## src/smr_pkg.sv

```systemverilog
// Constants and types of the serial master receive path
package smr_pkg;
    // Register byte addresses
    localparam logic [15:0] ADR_CTRL1  = 16'hF078;
    localparam logic [15:0] ADR_STAT   = 16'hF07C;
    localparam logic [15:0] ADR_TXBUF  = 16'hF07E;
    localparam logic [15:0] ADR_RXBUF  = 16'hF07F;
    localparam logic [15:0] ADR_IRQST  = 16'hF070;
    localparam logic [15:0] ADR_IRQMSK = 16'hF071;
    localparam logic [15:0] ADR_FMT    = 16'hF072;
    // Field positions in serial_control_one
    localparam int B_RXOFF = 6;
    localparam int B_MSEL  = 5;
    localparam int B_TRS  = 4;
    // Field positions in serial_status
    localparam int B_TXE  = 7;
    localparam int B_RXF  = 5;
    localparam int B_OVE  = 2;
    // Field positions in the format register
    localparam int B_SYNC  = 0;
    localparam int B_START = 1;
    // Interrupt status and mask bits
    localparam int I_RX  = 0;
    localparam int I_TX  = 1;
    localparam int I_OVE = 2;
    // Values after reset
    localparam logic [7:0] RST_RXBUF = 8'hFF;
    localparam logic [7:0] RST_TXBUF = 8'hFF;
    // Last bit index of a byte frame
    localparam logic [2:0] LAST_BIT = 3'h7;

    // Operating mode, one-hot
    typedef enum logic [3:0] {
        MODE_SRX = 4'h1,
        MODE_STX = 4'h2,
        MODE_MRX = 4'h4,
        MODE_MTX = 4'h8
    } smr_mode_t;

    // Register port request
    typedef struct packed {
        logic [15:0] addr;
        logic [7:0]  wdata;
        logic        wr;
        logic        rd;
    } smr_bus_t;

    // Whole block state
    typedef struct packed {
        logic [2:0] sclSync;
        logic [2:0] sdaSync;
        logic       sclLvl;
        logic       sdaLvl;
        logic       rxOff;
        logic       masterSel;
        logic       trs;
        logic       sync;
        logic       txEmpty;
        logic       rxFull;
        logic       ove;
        logic       seenTxEmpty;
        logic       seenRxFull;
        logic       seenOve;
        logic [7:0] txBuf;
        logic       txFull;
        logic [7:0] rxBuf;
        logic [7:0] shift;
        logic [2:0] bitCnt;
        logic       rxBlock;
        logic [2:0] irqSt;
        logic [2:0] irqMask;
        logic [7:0] rdData;
        logic       irq;
        logic       sdaOe;
        smr_mode_t  mode;
    } smr_state_t;

    // Reset image of the state
    localparam smr_state_t ST_RST = '{
        sclSync: 3'h7, sdaSync: 3'h7, sclLvl: 1'h1, sdaLvl: 1'h1,
        txBuf: RST_TXBUF, rxBuf: RST_RXBUF, mode: MODE_SRX,
        default: '0};
endpackage : smr_pkg

```

## src/smr_rx_path.sv

```systemverilog
// Serial master receive path: registers, flags and shift engine
//
// Decided for this implementation: strobed register access.
`timescale 1ns/1ps
// Behaviour
// - rxbuf read with TRS 0: disable blocks next
// - select,TRS 00/01/10 give SRX/STX/MRX
// - select,TRS 11 gives master transmit
// - I2C arbitration loss clears select and TRS
// - tx empty set: tx load, TRS set, start
// - tx empty cleared by write-0-after-1 or tx write
// - rx full set when byte enters rxbuf
// - rx full cleared by rxbuf read or write-0-after-1
// - sync: final bit while rx full sets OVE
// - OVE cleared only by write-0-after-1
// - complete byte copied shift to rxbuf
// - rxbuf read-only, resets to all ones
module smr_rx_path
    import smr_pkg::*;
(
    input  wire logic       clk,
    input  wire logic       arst_n,
    input  wire smr_bus_t   busIn,
    output logic [7:0]      rdData,
    output logic            irq,
    output smr_mode_t       opMode,
    input  wire logic       sclIn,
    input  wire logic       sdaIn,
    output logic            sdaOut,
    output logic            sdaOe
);
    smr_state_t state_reg;   // Registered state
    smr_state_t state_next;  // Next state
    logic       sclRise;     // Filtered serial clock rose
    logic       sclFall;     // Filtered serial clock fell
    logic       byteDone;    // Final bit of a byte sampled
    logic       rxAccept;    // Byte moves into rxbuf
    logic       arbLost;     // Master lost the bus
    logic       evRx;        // RECEIVE_FULL_FLAG set event
    logic       evTx;        // TRANSMIT_EMPTY_FLAG set event
    logic       evOv;        // OVE set event
    logic [7:0] shiftIn;     // Shift value after sampling
    logic       wrCtrl;      // Write to control one
    logic       rdRx;        // Read of rxbuf

    // Outputs straight from the state flops, except sdaOut, which is tied low
    assign rdData = state_reg.rdData;
    assign irq    = state_reg.irq;
    assign opMode = state_reg.mode;
    assign sdaOe  = state_reg.sdaOe;
    assign sdaOut = 1'b0;  // Open drain: only ever pulls low

    // Next-state logic for the whole block
    always_comb begin
        state_next = state_reg;
        sclRise    = 1'b0;
        sclFall    = 1'b0;
        byteDone   = 1'b0;
        rxAccept   = 1'b0;
        arbLost    = 1'b0;
        evRx       = 1'b0;
        evTx       = 1'b0;
        evOv       = 1'b0;
        shiftIn    = {state_reg.shift[6:0], state_reg.sdaLvl};
        wrCtrl     = busIn.wr && busIn.addr == ADR_CTRL1;
        rdRx       = busIn.rd && busIn.addr == ADR_RXBUF;
        state_next.rdData = 8'h00;

        // Three-flop synchronisers; level moves when stages 2 and 3 agree
        state_next.sclSync = {state_reg.sclSync[1:0], sclIn};
        state_next.sdaSync = {state_reg.sdaSync[1:0], sdaIn};
        if (state_reg.sclSync[1] == state_reg.sclSync[2]) begin
            state_next.sclLvl = state_reg.sclSync[2];
        end
        if (state_reg.sdaSync[1] == state_reg.sdaSync[2]) begin
            state_next.sdaLvl = state_reg.sdaSync[2];
        end
        sclRise = !state_reg.sclLvl && state_next.sclLvl;
        sclFall = state_reg.sclLvl && !state_next.sclLvl;

        // Register reads; data appear in the next cycle
        if (busIn.rd) begin
            case (busIn.addr)
                ADR_CTRL1: begin
                    state_next.rdData[B_RXOFF] = state_reg.rxOff;
                    state_next.rdData[B_MSEL]  = state_reg.masterSel;
                    state_next.rdData[B_TRS]  = state_reg.trs;
                end
                ADR_STAT: begin
                    // Remember flags seen as 1 for write-0 clearing
                    state_next.rdData[B_TXE] = state_reg.txEmpty;
                    state_next.rdData[B_RXF] = state_reg.rxFull;
                    state_next.rdData[B_OVE] = state_reg.ove;
                    if (state_reg.txEmpty) state_next.seenTxEmpty = 1'b1;
                    if (state_reg.rxFull)  state_next.seenRxFull  = 1'b1;
                    if (state_reg.ove)  state_next.seenOve  = 1'b1;
                end
                ADR_RXBUF: begin
                    state_next.rdData = state_reg.rxBuf;
                    state_next.rxFull     = 1'b0;
                    state_next.seenRxFull = 1'b0;
                    // Receive mode: disable bit decides the next byte
                    if (!state_reg.trs) begin
                        state_next.rxBlock = state_reg.rxOff;
                    end
                end
                ADR_TXBUF:  state_next.rdData = state_reg.txBuf;
                ADR_IRQST: begin
                    // Read clears; new events below still win
                    state_next.rdData[2:0] = state_reg.irqSt;
                    state_next.irqSt = 3'h0;
                end
                ADR_IRQMSK: state_next.rdData[2:0] = state_reg.irqMask;
                ADR_FMT: state_next.rdData[B_SYNC] = state_reg.sync;
                default:    state_next.rdData = 8'h00;
            endcase
        end

        // Register writes
        if (busIn.wr) begin
            case (busIn.addr)
                ADR_CTRL1: begin
                    state_next.rxOff     = busIn.wdata[B_RXOFF];
                    state_next.masterSel = busIn.wdata[B_MSEL];
                    state_next.trs  = busIn.wdata[B_TRS];
                    // Rising TRS marks the transmit buffer empty
                    if (busIn.wdata[B_TRS] && !state_reg.trs) begin
                        evTx = 1'b1;
                    end
                end
                ADR_STAT: begin
                    // Writing 1 leaves a flag alone
                    if (!busIn.wdata[B_TXE] && state_reg.seenTxEmpty) begin
                        state_next.txEmpty     = 1'b0;
                        state_next.seenTxEmpty = 1'b0;
                    end
                    if (!busIn.wdata[B_RXF] && state_reg.seenRxFull) begin
                        state_next.rxFull     = 1'b0;
                        state_next.seenRxFull = 1'b0;
                    end
                    if (!busIn.wdata[B_OVE] && state_reg.seenOve) begin
                        state_next.ove     = 1'b0;
                        state_next.seenOve = 1'b0;
                    end
                end
                ADR_TXBUF: begin
                    state_next.txBuf    = busIn.wdata;
                    state_next.txFull      = 1'b1;
                    state_next.txEmpty     = 1'b0;
                    state_next.seenTxEmpty = 1'b0;
                end
                ADR_IRQMSK: state_next.irqMask = busIn.wdata[2:0];
                ADR_FMT: begin
                    state_next.sync = busIn.wdata[B_SYNC];
                    // Issuing a start empties the transmit side
                    if (busIn.wdata[B_START]) evTx = 1'b1;
                end
                // Receive buffer ignores writes
                ADR_RXBUF:  state_next.rxBuf = state_reg.rxBuf;
                default:    state_next.rdData = state_next.rdData;
            endcase
        end

        // Shift engine, sampling on serial clock rise
        if (sclRise) begin
            // Released SDA seen low: someone else owns the bus
            if (!state_reg.sync && state_reg.masterSel && state_reg.trs &&
                !state_reg.sdaOe && !state_reg.sdaLvl) begin
                arbLost = 1'b1;
            end
            state_next.shift  = shiftIn;
            state_next.bitCnt = state_reg.bitCnt + 3'h1;
            byteDone = state_reg.bitCnt == LAST_BIT;
        end

        // Received byte hand-off
        if (byteDone && !state_reg.trs) begin
            if (state_reg.rxFull) begin
                // Unread byte still held; new one is lost
                if (state_reg.sync) evOv = 1'b1;
            end else if (!state_reg.rxBlock) begin
                rxAccept = 1'b1;
                state_next.rxBuf = shiftIn;
                evRx = 1'b1;
            end
        end

        // Transmit drive on serial clock fall
        if (sclFall && state_reg.trs) begin
            if (state_reg.bitCnt == 3'h0) begin
                if (state_reg.txFull) begin
                    state_next.shift  = state_reg.txBuf;
                    state_next.txFull = 1'b0;
                    state_next.sdaOe  = !state_reg.txBuf[7];
                    evTx = 1'b1;
                end else begin
                    state_next.sdaOe = 1'b0;
                end
            end else begin
                state_next.sdaOe = !state_reg.shift[7];
            end
        end
        if (!state_next.trs) state_next.sdaOe = 1'b0;

        // Lost arbitration drops to slave receive
        if (arbLost) begin
            state_next.masterSel = 1'b0;
            state_next.trs    = 1'b0;
            state_next.sdaOe  = 1'b0;
            state_next.bitCnt = 3'h0;
            evOv = 1'b1;
        end

        // Set events win over same-cycle clears
        if (evRx) state_next.rxFull  = 1'b1;
        if (evTx) state_next.txEmpty = 1'b1;
        if (evOv) state_next.ove  = 1'b1;
        state_next.irqSt = state_next.irqSt | {evOv, evTx, evRx};

        // Mode decode from the two selection bits
        case ({state_next.masterSel, state_next.trs})
            2'h0:    state_next.mode = MODE_SRX;
            2'h1:    state_next.mode = MODE_STX;
            2'h2:    state_next.mode = MODE_MRX;
            2'h3:    state_next.mode = MODE_MTX;
            default: state_next.mode = MODE_SRX;
        endcase

        // Level interrupt while any unmasked event is pending
        state_next.irq = |(state_next.irqSt & state_next.irqMask);
    end

    // State register
    always_ff @(posedge clk or negedge arst_n) begin
        if (!arst_n) begin
            state_reg <= ST_RST;
        end else begin
            state_reg <= state_next;
        end
    end
endmodule : smr_rx_path

```

## config.mk

```make
export PLATFORM = sky130hd
export DESIGN_NAME = smr_rx_path
export DESIGN_NICKNAME = d
export VERILOG_FILES = /design/src/smr_pkg.sv /design/src/smr_rx_path.sv
export SDC_FILE = /design/constraint.sdc
export NUM_CORES = 1
export LEC_CHECK = 0
export ABC_CLOCK_PERIOD_IN_PS = 2700
export BUFFER_PORTS_ARGS = -buffer_cell sky130_fd_sc_hd__buf_2
export CAP_MARGIN = 20
export CELL_PAD_IN_SITES_DETAIL_PLACEMENT = 1
export CELL_PAD_IN_SITES_GLOBAL_PLACEMENT = 1
export CORE_AREA = 2 2 84 94
export DETAILED_ROUTE_END_ITERATION = 6
export DIE_AREA = 0 0 86 96
export GPL_TIMING_DRIVEN = 0
export PLACE_DENSITY = 0.84
export SLEW_MARGIN = 20
export SYNTH_ARGS = -nofsm -noshare
export SYNTH_HDL_FRONTEND = slang
export SYNTH_SLANG_ARGS = --single-unit
```

## constraint.sdc

```tcl
create_clock -name clk -period 2.7 [get_ports clk]
set_clock_uncertainty 0.15 [all_clocks]
set_input_delay 0.405 -clock clk [delete_from_list [all_inputs] [get_ports clk]]
set_output_delay 0.405 -clock clk [all_outputs]
set_load 0.005 [all_outputs]
```

==> results of run 1 <==
==> routing by layer <==
metal | up-vias | wire [µm] | GRT usage, %
met4 | 0 | 172 | 8.47
li1 | 1131 | - | -
met1 | 1230 | 3430 | 26.2
met5 | - | 0 | 0
met2 | 70 | 4210 | 37.7
met3 | 19 | 433 | 4.72
==> cell families after synthesis <==
logic type               Yosys count
AO/OA/AOI/OAI                     54
adder cells (fa/ha/maj)            5
buffers and inverters             29
flip-flops                        67
multiplexers                      22
other                              1
AND/OR/NAND/NOR                  111
==> layout by cell type (no fill, tap or decap), types with 5 or more instances in the layout <==
cell type | synthesis | routed
sky130_fd_sc_hd__nand4_1 | 5 | 5
sky130_fd_sc_hd__clkbuf_8 | 0 | 10
sky130_fd_sc_hd__mux2i_1 | 8 | 8
sky130_fd_sc_hd__buf_4 | 13 | 15
sky130_fd_sc_hd__inv_1 | 6 | 6
sky130_fd_sc_hd__nor2b_1 | 6 | 6
sky130_fd_sc_hd__clkbuf_1 | 6 | 7
sky130_fd_sc_hd__dfrtp_1 | 42 | 42
sky130_fd_sc_hd__o21ai_0 | 20 | 20
sky130_fd_sc_hd__nand3_1 | 6 | 6
sky130_fd_sc_hd__nor2_1 | 7 | 7
sky130_fd_sc_hd__dfstp_2 | 25 | 25
sky130_fd_sc_hd__mux2_2 | 14 | 14
sky130_fd_sc_hd__buf_2 | 0 | 41
sky130_fd_sc_hd__a22oi_1 | 9 | 9
sky130_fd_sc_hd__nand2_1 | 47 | 47
==> report_power, final <==
group          switching [mW]  internal [mW]  leakage (nW)
Clock                   0.384          0.447        0.0991
Sequential             0.0814           1.13         0.819
Combinational           0.138          0.116         0.894
==> worst min-delay path by stage <==
stage,endpoint,slack (ns),cells past startpoint
after floorplan,irq,-0.04,0
after global placement,state_next[66],0.20,0
after detailed placement,state_reg[22],0.18,1
after CTS,state_reg[44],0.14,2
after global routing,state_reg[44],0.14,2
final,state_reg[44],0.14,2
==> worst max-delay path: cells and delay by family <==
kind                   cells  cell delay (ns)
AOI/OAI and AO/OA          1             0.39
buffers and inverters      2             0.46
and+or+nand+nor            3             1.32
==> metrics by stage <==
step                      hold slack (ns)  area, µm²  utilization (%)  TNS (ns)  instances
after CTS                           0.137       3800             52.0         0        439
final                               0.144       3800             52.0         0        439
after global routing                0.138       3800             52.0         0        439
after global placement              0.196       3530             48.3    -0.192        418
after detailed placement            0.179       3570             48.9    -0.420        420
after floorplan                   -0.0406       3210                -         0        289
==> final cells by class <==
| cell class | instances | share of cell area, % |
|---|---|---|
| Sequential cell | 67 | 45.0 |
| Multi-Input combinational cell | 193 | 35.1 |
| Timing Repair Buffer | 47 | 7.31 |
| Buffer | 23 | 4.05 |
| Clock buffer | 11 | 3.72 |
| Tap cell | 87 | 2.87 |
| Clock inverter | 5 | 1.38 |
| Inverter | 6 | 0.593 |
==> impl_metrics.ini, run 1 <==
[synth]
synth.net_count = 322
top_reg_cell_synth = sky130_fd_sc_hd__dfrtp_1
synth_compound_gate_area_share_pct = 11.6
synthesis.area_um2 = 3210
synth-seq-cells = 67
synth.area.top_cells = sky130_fd_sc_hd__dfrtp_1 33%, sky130_fd_sc_hd__dfstp_2 20%, sky130_fd_sc_hd__nand2_1 5.5%, sky130_fd_sc_hd__mux2_2 4.9%, sky130_fd_sc_hd__o21ai_0 3.1%
synth-seq-area-share_pct = 53.2
synth-edff-count = 0
yosysTopAreaCell = sky130_fd_sc_hd__dfrtp_1
synth.area.mux_share_pct = 7.40
synth_xor_area_share_pct = 0
synthesis.yosys.warnings = 0
synth_cell_types = 55
synth_simple_gate_area_share_pct = 20.5
adder_cell_share_of_the_synthesized_area_pct = 1.79
synthCells = 289
synth_top_cells_by_count = 47 x sky130_fd_sc_hd__nand2_1, 42 x sky130_fd_sc_hd__dfrtp_1, 25 x sky130_fd_sc_hd__dfstp_2
main_combinational_cell_family_by_area_after_synthesis = simple AND/OR/NAND/NOR gates
synth.most_common_cell = sky130_fd_sc_hd__nand2_1
postSynthAreaPerCell_um2 = 11.1
synthArstFlopShare_pct = 100
synth.top_cell.area_share_pct = 32.7

[clocking]
tritoncts = done
cts.reportedPaths.clkPinSlew_ns = 0.07
postCtsSetupBuffers = 0
postCtsResizedCells = 0
cts_buffer_count = 9
cts-hold-fix-buffers = 3
ctsHtreeMaxLevel = 3
clk-insertion-delay-late_ns = 0.35
cts_root_buffer = sky130_fd_sc_hd__clkbuf_8
cts-root-to-sink-buffers = 2
number_of_sinks_driven_by_the_clock_tree = 67

[final_layout]
post_route_cells_drive_above_1_share_pct = 37.8
area_of_the_multi_input_gates_um2 = 1330
register_area_um2 = 1710
finish.net_count = 380
antennaDiodeCount = 0
area_growth_pct = 18.3
fill_cells = 826
largest_reg_flops = 41

[sta]
timing_worst_slew_pin_value_ns = 0.629
worst_slew_margin_rel_pct = 57.7
rsz0062_at_grt = no
final-setup-viol-count = 0
finalHoldViolCount = 0
drv_slew = 0
period_minus_ws_final_ns = 2.50
setup_ws_ns = 0.204
period_share_pct = 92.4
max_freq_mhz = 401

[pwr]
power.density_cell_area_nw_per_um2 = 605
p_total_mw = 2.30
max-vdd-ir-drop_mv = 0.273
static-leakage-power_nw = 1.81

[grt]
grt_pass1_wl_um = 13400
first_global_vias = 2652
globalRoute.totalOverflow = 0
grt_antenna_before_repair = 0
groute.usage.overall_pct = 21.7
grt_start_max_net_pins = 46

[floorplanning]
dieArea_um2 = 8260
io-pin-count = 45
start_util_pct = 43.9
core_area_um2 = 7310
die_w_um = 86
floorplan.die.height_um = 96
fp-row-count = 33

[placed_design]
gpl.final_weighted_congestion = 0.825
io_buffer_count = 42
dp_slack_ns = -0.125
place_hpwl_um = 5880

[routing]
drt-total-wl_um = 8240
drc = 0
antenna_violating_nets_post_route = 0
avgViaCountPerCell = 5.58
drt-wirelength-per-cell_um = 18.8
drtPass1Iterations = 4
initialDrtViolationCount = 190
detailroute.via_count = 2450

[critical_path]
cpMaxStageDelayCell = sky130_fd_sc_hd__or4_4
start_kind = input port
reg2reg_slack_ns = 0.23
critical_path.reg2reg.startpoint = state_reg[60]
timing.reg2reg.worst_path_depth = 6
crit_path_max_fanout = 10
cp.arrival_ns = 2.57
cp.required_ns = 2.77
crit_start = busIn[19]
r2r_end = irq
timing.critical_path.to = state_reg[54]
timing.critical_path.cells = buf_2, or4_4, nor3_1, nand4_1, clkbuf_1, a311o_1
endpoint_kind = flop
start_to_end_type_of_the_worst_setup_path = input port to flop
highest_cell_delay_on_the_worst_timing_path_ns = 0.59

[flow_run]
maxCapViolations = 0

[hold_path]
hold_path.startpoint = busIn[5]
timing.hold.worst.class = input port to flop

[run_status]
outcome = complete, no violations
No activity file was read; power rests on OpenSTA's default activity.
==> run 2: changes to the inputs <==
- BUFFER_PORTS_ARGS: -buffer_cell sky130_fd_sc_hd__buf_2 -> default
- CORE_AREA: 2 2 84 94 -> 2 2 80 90
- DIE_AREA: 0 0 86 96 -> 0 0 82 92
- DONT_BUFFER_PORTS: default -> 1
==> run 2 against run 1 <==
Clock-buffer cell count decreased by 2. Total power down 5.4%. Combinational power fell by 8.7%. Maximum frequency shrank 0.42%. Via count down 5.1%. Design area shrank 6.4%. Sequential power barely moved. Register-to-register slack got worse by 0.04 ns. Clock power decreased by 13%. Global-route usage up 1.8 points. Critical path depth unchanged. First-iteration DRC count shrank 4.7%. Highest routed layer unchanged.
==> impl_metrics.ini, run 2 (same netlist as run 1, synthesis figures left out) <==
[critical_path]
crit_path_max_fanout = 10
critical_path.reg2reg.startpoint = state_reg[60]
timing.critical_path.cells = nand3b_1, clkbuf_1, or4_1, clkbuf_1, a22oi_1, a221o_1
endpoint_kind = flop
cp.arrival_ns = 2.59
cpMaxStageDelayCell = sky130_fd_sc_hd__dfstp_2
highest_cell_delay_on_the_worst_timing_path_ns = 0.54
start_kind = flop
cp.required_ns = 2.79
crit_start = state_reg[60]
crit_top_cell = sky130_fd_sc_hd__clkbuf_1
start_to_end_type_of_the_worst_setup_path = flop to flop

[routing]
drt-wirelength-per-cell_um = 20.9
drc = 0
avgViaCountPerCell = 5.88
detailroute.via_count = 2324
drtPass1Iterations = 4
drt-total-wl_um = 8250
antenna_violating_nets_post_route = 0
initialDrtViolationCount = 181

[run_status]
outcome = complete, no violations

[clocking]
clk-insertion-delay-late_ns = 0.35
cts.reportedPaths.clkPinSlew_ns = 0.07
cts-hold-fix-buffers = 4
cts_buffer_count = 9
tritoncts = done
postCtsSetupBuffers = 0
number_of_sinks_driven_by_the_clock_tree = 67
cts_root_buffer = sky130_fd_sc_hd__clkbuf_8
cts-root-to-sink-buffers = 2
ctsHtreeMaxLevel = 3
postCtsResizedCells = 0

[hold_path]
timing.hold.worst.class = input port to flop
hold_path.startpoint = busIn[8]

[sta]
period_minus_ws_final_ns = 2.51
holdWs_ns = 0.0511
drv_slew = 0
timing_worst_slew_pin_value_ns = 0.665
setup_ws_ns = 0.193
rsz0062_at_grt = no
final-setup-viol-count = 0
max_freq_mhz = 399
finalHoldViolCount = 0
worst_slew_margin_rel_pct = 55.4
period_share_pct = 92.8

[floorplanning]
floorplan.die.height_um = 92
dieArea_um2 = 7540
die_w_um = 82
start_util_pct = 47.7
fp-row-count = 32
core_area_um2 = 6730
io-pin-count = 45

[grt]
groute.usage.overall_pct = 23.5
grt_start_max_net_pins = 68
globalRoute.totalOverflow = 0
grt_pass1_wl_um = 13000
grt_antenna_before_repair = 0
first_global_vias = 2446

[final_layout]
commonest_cells_after_routing_fill_and_taps_aside = 47 x sky130_fd_sc_hd__nand2_1, 42 x sky130_fd_sc_hd__dfrtp_1, 25 x sky130_fd_sc_hd__dfstp_2
finish.net_count = 338
finalNonFillerCells = 395
area_growth_pct = 10.7
leading_cell_type_in_the_layout_fill_and_taps_excluded = sky130_fd_sc_hd__nand2_1
antennaDiodeCount = 0
largest_reg_flops = 41
post_route_cells_drive_above_1_share_pct = 29.7

[placed_design]
io_buffer_count = 0
dp_slack_ns = -0.0443
place_hpwl_um = 5740
gpl.final_weighted_congestion = 0.843
placed_cells_incl_taps = 375

[pwr]
power.density_cell_area_nw_per_um2 = 611
static-leakage-power_nw = 1.61
max-vdd-ir-drop_mv = 0.265
p_total_mw = 2.17

[flow_run]
maxCapViolations = 0
run 2: area by class of cell:
class / count / area, µm²
Multi-Input combinational cell: 193 / 1330
Timing Repair Buffer: 5 / 62.6
Fill cell: 761 / 3170
Clock inverter: 7 / 43.8
Inverter: 6 / 22.5
Clock buffer: 9 / 124
Sequential cell: 67 / 1710
Buffer: 23 / 154
Tap cell: 85 / 106
run 2: path summary, 6_finish.rpt:
path                            cells past startpoint  slack (ns)        endpoint
worst min register to register                      0        0.21  state_next[63]
max in group asynchronous                           2        1.65   state_reg[42]
worst min-delay path                                1        0.05   state_reg[47]
worst max-delay path                                6        0.19             irq
min in group asynchronous                           2        0.42   state_reg[21]
worst max register to register                      6        0.19             irq
run 2: worst max-delay path, delay by kind of cell, from the launching register on:
kind	cells	cell delay [ns]
AND/OR/NAND/NOR	2	0.31
flip-flops	1	0.54
AO/OA/AOI/OAI	2	0.47
buffers and inverters	2	0.92
run 2: metrics by stage:
stage	util, %	area (µm²)	TNS, ns
CTS	52.8	3550	0
floorplan	-	3210	0
global placement	49.3	3320	0
finish	52.8	3550	0
detailed placement	49.5	3330	-0.0443
global route	52.8	3550	0
run 2: per-layer routing:
metal	track usage, %	share of wire [%]	up-vias	routed length, µm
li1	-	-	1049	-
met3	4.82	5.3	20	441
met2	38.5	51	73	4170
met4	10.7	3.0	0	245
met1	29.4	41	1182	3390
met5	0	0	-	0
run 2: where the power goes:
part / internal, mW / switching [mW] / total (mW)
logic: 0.103 / 0.129 / 0.232
registers: 1.13 / 0.0853 / 1.22
clock network: 0.329 / 0.396 / 0.725
